--- config.mk ---
export PLATFORM = sky130hd
export DESIGN_NAME = uft_frame_timer
export DESIGN_NICKNAME = d
export VERILOG_FILES = /design/src/logic/uft_pkg.sv /design/src/logic/uft_tick_if.sv /design/src/logic/uft_tick_gen.sv /design/src/logic/uft_frame_timer.sv
export VERILOG_INCLUDE_DIRS = /design/src /design/src/logic
export SDC_FILE = /design/constraint.sdc
export NUM_CORES = 1
export LEC_CHECK = 0
export ABC_AREA = 1
export BUFFER_PORTS_ARGS = -buffer_cell sky130_fd_sc_hd__buf_4
export CAP_MARGIN = 10
export CORE_UTILIZATION = 56
export DETAILED_ROUTE_END_ITERATION = 8
export HOLD_SLACK_MARGIN = 0.05
export PLACE_DENSITY = 0.81
export RECOVER_POWER = 50
export SYNTH_ARGS = -nofsm -noshare
export SYNTH_HDL_FRONTEND = slang
export SYNTH_SLANG_ARGS = --single-unit
--- constraint.sdc ---
create_clock -name mclk -period 2.7 [get_ports mclk]
set_clock_uncertainty 0.05 [all_clocks]
set_input_delay 0 -clock mclk [delete_from_list [all_inputs] [get_ports mclk]]
set_output_delay 0 -clock mclk [all_outputs]
set_load 0.02 [all_outputs]
--- src/logic/uft_defs.svh ---
/*
  Offsets, field positions, reset values and rates for the frame-timing counters.
  Assumes inclusion by bare name from the design files of this block.
*/
`ifndef UFT_DEFS_SVH
`define UFT_DEFS_SVH

// ----------------------------------------
// register offsets (byte addresses)
// ----------------------------------------
`define UFT_ADDR_W 8
`define UFT_OFS_TIME_LEFT 8'h38
`define UFT_OFS_COUNT 8'h3C

// ----------------------------------------
// fields
// ----------------------------------------
`define UFT_LEFT_W 14
`define UFT_LEFT_MSB 13
`define UFT_TOGGLE_BIT 31
`define UFT_COUNT_W 16
`define UFT_COUNT_MSB 15
`define UFT_TIME_LEFT_RST 32'h0000_0000
`define UFT_COUNT_RST 32'h0000_0000
`define UFT_LEFT_RST 14'h0000
`define UFT_COUNT_FIELD_RST 16'h0000
`define UFT_LEFT_ZERO 14'h0000
`define UFT_LEFT_ONE 14'h0001
`define UFT_COUNT_ONE 16'h0001
`define UFT_INTERVAL_NOMINAL 14'h2EDF

// ----------------------------------------
// timing: controller clock against full-speed bit rate
// ----------------------------------------
`define UFT_CLK_KHZ 40000
`define UFT_BIT_KHZ 12000

`endif

--- src/logic/uft_pkg.sv ---
/*
  Types shared by the frame-timing counters.
  Assumes uft_defs.svh supplies all numeric constants.
*/
package uft_pkg;

  // frame boundary sequencer, one-hot
  typedef enum logic [3:0] {
    UFT_IDLE = 4'b0001,
    UFT_SOF = 4'b0010,
    UFT_HCCA = 4'b0100,
    UFT_FLAG = 4'b1000
  } uft_state_e;

endpackage

--- src/logic/uft_tick_if.sv ---
/*
  Carrier between the bit-time tick generator and the frame timer.
  Assumes one clock domain; all signals are sampled on mclk.
*/
`timescale 1ns/100ps

interface uft_tick_if;
  logic ce;
  logic tick;

  modport gen (
    input ce,
    output tick
  );
  modport use_side (
    output ce,
    input tick
  );
endinterface // uft_tick_if

--- src/logic/uft_tick_gen.sv ---
/*
  Bit-time tick generator: fractional divider from the controller clock.
  Assumes mclk is the controller clock and rates come from uft_defs.svh.
*/
`timescale 1ns/100ps
`include "uft_defs.svh"

module uft_tick_gen #(
  parameter int CLK_KHZ = `UFT_CLK_KHZ,
  parameter int BIT_KHZ = `UFT_BIT_KHZ
) (
  // clock and reset
  input wire logic mclk,
  input wire logic rst_n,
  // tick carrier
  uft_tick_if.gen tk
);

  // ----------------------------------------
  // phase accumulator
  // ----------------------------------------
  // rate ratio is not an integer, so ticks jitter by one clock but never drift
  localparam int ACC_W = $clog2(CLK_KHZ + BIT_KHZ) + 1;
  localparam logic [ACC_W-1:0] STEP = ACC_W'(BIT_KHZ);
  localparam logic [ACC_W-1:0] WRAP = ACC_W'(CLK_KHZ);

  logic [ACC_W-1:0] acc;
  logic tick;
  wire [ACC_W-1:0] sum = acc + STEP;
  wire over = (sum >= WRAP);
  wire [ACC_W-1:0] next_acc = over ? (sum - WRAP) : sum;

  always_ff @(posedge mclk or negedge rst_n) begin
    if (!rst_n) begin
      acc <= '0;
      tick <= 1'b0;
    end else if (tk.ce) begin
      acc <= next_acc;
      tick <= over;
    end
  end

  assign tk.tick = tick;

endmodule // uft_tick_gen

--- src/logic/uft_frame_timer.sv ---
/*
  Frame-timing counters: frame time left, frame count, frame boundary sequence.
  Assumes the interval register, SOF sender, shared-area writer and interrupt
  status register sit outside and answer the handshakes below.
*/
`timescale 1ns/100ps
`include "uft_defs.svh"

module uft_frame_timer #(
  parameter int CLK_KHZ = `UFT_CLK_KHZ,
  parameter int BIT_KHZ = `UFT_BIT_KHZ
) (
  // clock, reset, enable
  input wire logic mclk,
  input wire logic rst_n,
  input wire logic ce,
  // controller state and interval register fields
  input wire logic running_state,
  input wire logic [`UFT_LEFT_MSB:0] frame_interval_value,
  input wire logic interval_toggle,
  // register port
  input wire logic [`UFT_ADDR_W-1:0] reg_addr,
  input wire logic reg_wr,
  input wire logic reg_rd,
  input wire logic [31:0] reg_wdata,
  output logic [31:0] reg_rdata,
  // SOF sender handshake
  output logic sof_req,
  input wire logic sof_done,
  // shared-area write handshake
  output logic hcca_wr_req,
  output logic [`UFT_COUNT_MSB:0] hcca_wr_data,
  input wire logic hcca_wr_ack,
  // descriptor fetch permission and status flag
  output logic ed_fetch_ok,
  output logic frame_start_flag
);

  // ----------------------------------------
  // bit-time ticks
  // ----------------------------------------
  // ce freezes the divider too, so tick spacing survives a pause
  uft_tick_if tk ();
  assign tk.ce = ce;

  uft_tick_gen #(
    .CLK_KHZ(CLK_KHZ),
    .BIT_KHZ(BIT_KHZ)
  ) u_tick (
    .mclk(mclk),
    .rst_n(rst_n),
    .tk(tk)
  );

  // ----------------------------------------
  // state and decode
  // ----------------------------------------
  logic [`UFT_LEFT_MSB:0] bit_times_left;
  logic remaining_toggle;
  logic [`UFT_COUNT_MSB:0] frame_count_field;
  logic [`UFT_LEFT_MSB:0] active_interval;
  logic active_toggle;
  logic run_q;
  uft_pkg::uft_state_e state;

  wire sel_left = (reg_addr == `UFT_OFS_TIME_LEFT);
  wire sel_count = (reg_addr == `UFT_OFS_COUNT);
  // reserved bits are dropped on write, so stray ones cannot stick
  wire wr_left = reg_wr && sel_left;
  wire wr_count = reg_wr && sel_count;
  wire run_entry = running_state && !run_q;
  wire at_zero = (bit_times_left == `UFT_LEFT_ZERO);
  wire dec_en = running_state && tk.tick && !at_zero;
  wire reload = running_state && tk.tick && at_zero;
  wire frame_edge = reload || run_entry;
  wire [`UFT_COUNT_MSB:0] count_inc = frame_count_field + `UFT_COUNT_ONE;

  // ----------------------------------------
  // frame time left and toggle
  // ----------------------------------------
  // entry takes the interval as it stands now, reloads take the registered copy; a rewrite
  // during a frame is in force from the next reload on, and the copy used
  // for reloads lags the input by one clock only
  wire [`UFT_LEFT_MSB:0] next_left =
    run_entry ? frame_interval_value :
    reload ? active_interval :
    dec_en ? (bit_times_left - `UFT_LEFT_ONE) :
    wr_left ? reg_wdata[`UFT_LEFT_MSB:0] :
    bit_times_left;

  wire next_toggle =
    reload ? active_toggle :
    wr_left ? reg_wdata[`UFT_TOGGLE_BIT] :
    remaining_toggle;

  always_ff @(posedge mclk or negedge rst_n) begin
    if (!rst_n) begin
      bit_times_left <= `UFT_LEFT_RST;
      remaining_toggle <= 1'b0;
      run_q <= 1'b0;
    end else if (ce) begin
      bit_times_left <= next_left;
      remaining_toggle <= next_toggle;
      run_q <= running_state;
    end
  end

  // ----------------------------------------
  // reload source
  // ----------------------------------------
  // value and toggle move together on a reload, but entry loads only the value,
  // so until the first reload the toggle can announce an interval other than the one loaded
  always_ff @(posedge mclk or negedge rst_n) begin
    if (!rst_n) begin
      active_interval <= `UFT_INTERVAL_NOMINAL;
      active_toggle <= 1'b0;
    end else if (ce) begin
      active_interval <= frame_interval_value;
      active_toggle <= interval_toggle;
    end
  end

  // ----------------------------------------
  // frame count
  // ----------------------------------------
  // a software write in a boundary cycle is lost; the increment wins
  wire [`UFT_COUNT_MSB:0] next_count =
    frame_edge ? count_inc :
    wr_count ? reg_wdata[`UFT_COUNT_MSB:0] :
    frame_count_field;

  always_ff @(posedge mclk or negedge rst_n) begin
    if (!rst_n) begin
      frame_count_field <= `UFT_COUNT_FIELD_RST;
    end else if (ce) begin
      frame_count_field <= next_count;
    end
  end

  // ----------------------------------------
  // frame boundary sequence
  // ----------------------------------------
  // a boundary during an unfinished sequence restarts it; the newest count wins
  uft_pkg::uft_state_e next_state;
  always_comb begin
    next_state = state;
    unique case (state)
      uft_pkg::UFT_IDLE: begin
        if (frame_edge) next_state = uft_pkg::UFT_SOF;
      end
      uft_pkg::UFT_SOF: begin
        if (sof_done) next_state = uft_pkg::UFT_HCCA;
      end
      uft_pkg::UFT_HCCA: begin
        if (hcca_wr_ack) next_state = uft_pkg::UFT_FLAG;
      end
      uft_pkg::UFT_FLAG: begin
        next_state = uft_pkg::UFT_IDLE;
      end
      default: next_state = uft_pkg::UFT_IDLE;
    endcase
    if (frame_edge) next_state = uft_pkg::UFT_SOF;
  end

  wire next_sof_req = (next_state == uft_pkg::UFT_SOF);
  wire next_hcca_req = (next_state == uft_pkg::UFT_HCCA);
  wire next_flag = (next_state == uft_pkg::UFT_FLAG);
  // first descriptor only after the count is in the shared area
  wire next_fetch_ok = running_state && (next_state == uft_pkg::UFT_IDLE ||
                                         next_state == uft_pkg::UFT_FLAG);

  always_ff @(posedge mclk or negedge rst_n) begin
    if (!rst_n) begin
      state <= uft_pkg::UFT_IDLE;
      sof_req <= 1'b0;
      hcca_wr_req <= 1'b0;
      hcca_wr_data <= '0;
      frame_start_flag <= 1'b0;
      ed_fetch_ok <= 1'b0;
    end else if (ce) begin
      state <= next_state;
      sof_req <= next_sof_req;
      hcca_wr_req <= next_hcca_req;
      frame_start_flag <= next_flag;
      ed_fetch_ok <= next_fetch_ok;
      if (frame_edge) begin
        hcca_wr_data <= count_inc;
      end
    end
  end

  // ----------------------------------------
  // register read
  // ----------------------------------------
  // reserved positions read back as zero whatever was written
  wire [31:0] left_word = {remaining_toggle, 17'h00000, bit_times_left};
  wire [31:0] count_word = {16'h0000, frame_count_field};
  wire [31:0] next_rdata = sel_left ? left_word :
                           sel_count ? count_word : 32'h0000_0000;

  always_ff @(posedge mclk or negedge rst_n) begin
    if (!rst_n) begin
      reg_rdata <= 32'h0000_0000;
    end else if (ce && reg_rd) begin
      reg_rdata <= next_rdata;
    end
  end

endmodule // uft_frame_timer

Yosys cells after proc, flatten, opt, wreduce, memory -nomap -nowiden:

Index checks and enable logic that the tools add are counted.
W data, S select, Z words.

* add/subtract/negate cells: 4
* eq/ne operators: 9
* mux-type cells: 15
* reductions and logical operators: 20
* order comparisons: 1

Operators with widths (count)
* $mux W14: 4
* $mux W16: 3
* $mux W32: 1
* $add A17 B14 Y17 const B: 1
* $ge A17 B16 Y1 const B: 1
* $mux W17: 1
* $sub A17 B16 Y17 const B: 1
* $add A16 B1 Y16 const B: 1
* $eq A8 B6 Y1 const B: 2
* $logic_not A14 Y1: 1
* $sub A14 B1 Y14 const B: 1
* $mux W4: 3
* $pmux W4 S3: 1
* $eq A4 B1 Y1 const B: 2
* $eq A4 B2 Y1 const B: 2
* $eq A4 B3 Y1 const B: 2
* $logic_and A1 B1 Y1: 8
* $reduce_and A2 Y1: 4
* $eq A4 B4 Y1 const B: 1
* $reduce_bool A2 Y1: 2
* $reduce_bool A4 Y1: 1
* $logic_not A1 Y1: 2
* $logic_or A1 B1 Y1: 2
* $mux W1: 2

* bits in registers: 121
* logic and storage cells: 64

Logic depth before layout (Yosys ltp):

* word-level depth: 7
* depth in mapped cells: 18

By module:

A second synthesis with hierarchy kept.

* cells, all modules: 909
* area, all modules: 6397.4 um^2

By module, submodules not included
* uft_frame_timer: area an instance 5175.0 um^2, cells an instance 732, instances 1
* uft_tick_gen: area an instance 1222.4 um^2, cells an instance 177, instances 1

Least setup slack after synthesis:

OpenSTA, ideal clock, no wires.

* kind: reg-to-reg
* start: register bit_times_left[0]
* end: register frame_count_field[11]
* cell stages (with the launch flop): 12
* arrival time: 1829 ps
* setup slack: 691 ps
* clock period less this slack: 2009 ps
* path through: dfrtp_1 -> inv_1 -> ha_1 -> nand4_2 -> nor2_4 -> nand3_4 -> nand2_4 -> inv_2 -> buf_4 -> buf_2 -> o211ai_1 -> o21ai_0

* word-level cells in the longest chain between the ends: 5
* elaborated cells on any way between the ends: 6

RTL lines
* start: declaration: RTL line uft_frame_timer.sv:58 `` logic [`UFT_LEFT_MSB:0] bit_times_left; ``
* start signal: assignment: RTL line uft_frame_timer.sv:98 `` bit_times_left <= `UFT_LEFT_RST; ``
* start signal: assignment: RTL line uft_frame_timer.sv:102 `bit_times_left <= next_left;`
* $logic_not A14 Y1 (no source line) *
* $logic_and A1 B1 Y1 *: RTL line uft_frame_timer.sv:74 `wire reload = running_state && tk.tick && at_zero;`
* $logic_or A1 B1 Y1 *: RTL line uft_frame_timer.sv:75 `wire frame_edge = reload || run_entry;`
* $reduce_bool A2 Y1 (no source line)
* $reduce_and A2 Y1 (no source line)
* end signal: assignment: RTL line uft_frame_timer.sv:134 `` frame_count_field <= `UFT_COUNT_FIELD_RST; ``
* end signal: assignment: RTL line uft_frame_timer.sv:136 `frame_count_field <= next_count;`
* end: declaration: RTL line uft_frame_timer.sv:60 `` logic [`UFT_COUNT_MSB:0] frame_count_field; ``

Mark *: on every way between the ends. The rest lies on a longest branch, timed or not.
A chain may end at the register's enable or synchronous reset.

Worst setup path in the final report:

* start: register bit_times_left[1]
* end: register frame_count_field[12]

Same word-level chain as after synthesis.

==> key figures <==
Outcome
  • Status: finished, final reports clean

CTS
  • Post_cts resized: 0
  • Inserted Clock Buffers: 9
  • # Post-CTS Setup Buffers: 0
  • Clock latency on the worst-skew pair: between 300 and 400 ps
  • Clock sinks: around 100
  • TritonCTS clock tree: built
  • Clk root buf: clkbuf_8
  • CTS clk-pin slew, worst paths: ~100 ps
  • CTS Buffer Depth: 2
  • H-tree depth: 3

Synth
  • Mapped Cells: roughly 800
  • Sequential fraction of the synthesis area: between 40% and 50%
  • Avg Cell Area, Syn: approximately 7.6 um^2
  • Syn. warnings: 0
  • Top post-synthesis cells by area: dfrtp_1 37%, nand2_1 15%, dfstp_2 5.2%
  • Register bit total from synthesis: a little over 100
  • Cell variety after synth: 44
  • Top cell type's share of synthesized area: between 30% and 40%
  • Mapped cell area: just over 0.006 mm^2
  • Area leader, netlist: dfrtp_1

Setup path
  • Worst setup EP type: register
  • Worst-path fanout max: 32
  • R2R Setup Slk: 250 ps
  • R2r startpoint: bit_times_left[1]
  • R2r endpoint: frame_count_field[12]
  • Worst setup path startpoint: bit_times_left[1]
  • Critical setup path kind: reg2reg
  • Worst reg-to-reg path cell count: 12
  • Crit path DAT: roughly 2700 ps
  • Crit path launch type: register
  • Worst EP required: slightly below 3000 ps

Floorplanning
  • Cell row count: 37
  • Die width: around 110 um
  • Die area: approximately 0.011 mm^2
  • Core area: just over 0.01 mm^2
  • Die H: 106 um
  • Initial core utilization: approximately three fifths
  • Io pins: between 100 and 150

GRT
  • Vias in the first global route: between 5,000 and 6,000
  • Initial antenna violation count: 0
  • Total congestion overflow: 0
  • Tot GR Track Use: around 30%
  • Largest net degree at the start of global routing: 55
  • First-pass GRT wire length: around 26 mm

Finish
  • Commonest non-fill, non-tap cell in the layout: nand2_1
  • Share of cells above drive strength 1: 14.2%
  • Final Util: between 70% and 80%
  • Area Growth Syn to Fin: 21.3%
  • Final net count: 990
  • Most frequent cells in the layout: 245 x nand2_1, 89 x dfrtp_1, 78 x inv_1
  • Antenna cells: 0

Worst hold path
  • Hold path start: reg_addr[6]
  • Hold Path End: reg_rdata[14]
  • Worst Hold Class: in2reg
  • Hold depth: 5

Power and ir drop
  • Leakage: 0.00356 uW
  • Total power: roughly 6400 uW
  • Peak VDD IR: 871 uV
  • PwrDens: 876 mW/mm^2

Timing
  • Period utilization: between 90% and 100%
  • Final hold violation count: 0
  • Worst slew pin tran: approximately 1400 ps
  • RSZ-0062 raised after global routing: false
  • Final Slew Violations: 0
  • Final setup viols: 0
  • Slew HR: a little over 9%
  • Min cycle time layout: around 2400 ps
  • Total negative slack: 0 ps
  • Fmax: 408 MHz

Detailed routing
  • Wirelength, routed: 15.9 mm
  • DR vias/cell: between 5 and 6
  • Wire length per cell: approximately 15 um
  • Vias: 5,693
  • 1st-iter DRT viols: 480
  • Post-route ant nets: 0
  • DR DRC count: 0
  • DRT Pass-1 Iters: 5

Job
  • Max-cap violations: 0

Place
  • Port bufs: 84
  • RD Place Congestion: roughly 0.96
  • Hpwl dp: 11.5 mm
layer usage:
metal	vias up	global-route usage [%]	part of all wire, %
met5	-	0	0
met4	0	13.3	2.6
met3	42	4.58	6.5
met2	203	48.9	48
met1	2652	39.9	43
li1	2796	-	-
registers in the layout, summed over array words and instances, names as in the netlist:
name,flops
remaining_toggle,1
state,4
reg_rdata,17
active_interval,14
bit_times_left,14
u_tick.acc,12
u_tick.tk.tick,1
active_toggle,1
frame_start_flag,1
hcca_wr_data,16
ed_fetch_ok,1
run_q,1
sof_req,1
frame_count_field,16
hcca_wr_req,1
power breakdown:
part	internal (uW)	total, uW	leakage (uW)	switching, uW
logic	1070	2980	0.00225	1910
clock network	555	1110	0.000111	556
registers	1900	2320	0.00120	421
total	3520	6410	0.00356	2890
Yosys cell counts, drive strengths merged:
master	instances
a21oi	21
a31oi	9
and2	2
buf	29
clkbuf	17
clkinv	2
conb	1
dfrtp	89
dfstp	12
ha	5
inv	83
nand2	264
nand3	63
nand3b	2
nand4	6
nor2	55
nor3	7
nor4	1
o2111ai	1
o211ai	15
o21a	10
o21ai	56
o221ai	10
o22ai	3
o31ai	4
xnor2	3
xor2	25
timing repair:
action	in CTS	in global routing
endpoints found under the setup margin	0	0
hold buffers	48	0
hold endpoints to repair	115	0
logic make-up (layout without fill, tap and decap cells):
family | after synthesis | count (layout) | synth area share (%)
XOR/XNOR | 28 | 28 | 4.38
flip-flops | 101 | 101 | 42.2
AO/OA/AOI/OAI | 129 | 129 | 13.2
other | 1 | 15 | 0.0622
buffers and inverters | 131 | 249 | 9.77
AND/OR/NAND/NOR | 400 | 400 | 29.4
adder cells (fa/ha/maj) | 5 | 5 | 1.04
worst max-delay path by stage:
stage,end,slack (ps),depth (start not counted)
3_3_place_gp,frame_count_field[11],420,12
3_5_place_dp,frame_count_field[12],310,12
6_report,frame_count_field[12],250,12
5_1_grt,frame_count_field[12],60,12
4_1_cts,frame_count_field[12],280,12
2_1_floorplan,frame_count_field[11],690,11
stage by stage:
step	cells	area [um^2]	setup WS [ps]	hold slack, ps
2_1_floorplan	809	6080	691	-346
5_1_grt	1063	7320	62.0	236
3_3_place_gp	999	6750	420	27.8
6_report	1063	7320	250	207
3_5_place_dp	999	6750	314	41.9
4_1_cts	1063	7460	285	177
area by class of cell:
| class | count | area, um^2 |
|---|---|---|
| Timing Repair Buffer | 148 | 1100 |
| Clock buffer | 10 | 138 |
| Tap cell | 136 | 170 |
| Sequential cell | 101 | 2540 |
| Clock inverter | 6 | 95.1 |
| Multi-Input combinational cell | 577 | 2950 |
| Inverter | 85 | 322 |
| Fill cell | 849 | 3050 |
critical path: stages (launching register included):
cell and delay (ps):
dfrtp_1 440, inv_1 110, ha_1 270, nand4_2 190
nor2_4 210, nand3_4 140, nand2_4 90, inv_2 60
nor2_8 90, inv_4 100, o21ai_4 280, o211ai_1 210
o21ai_0 130
Note: power is estimated with default switching activity, not from simulation.
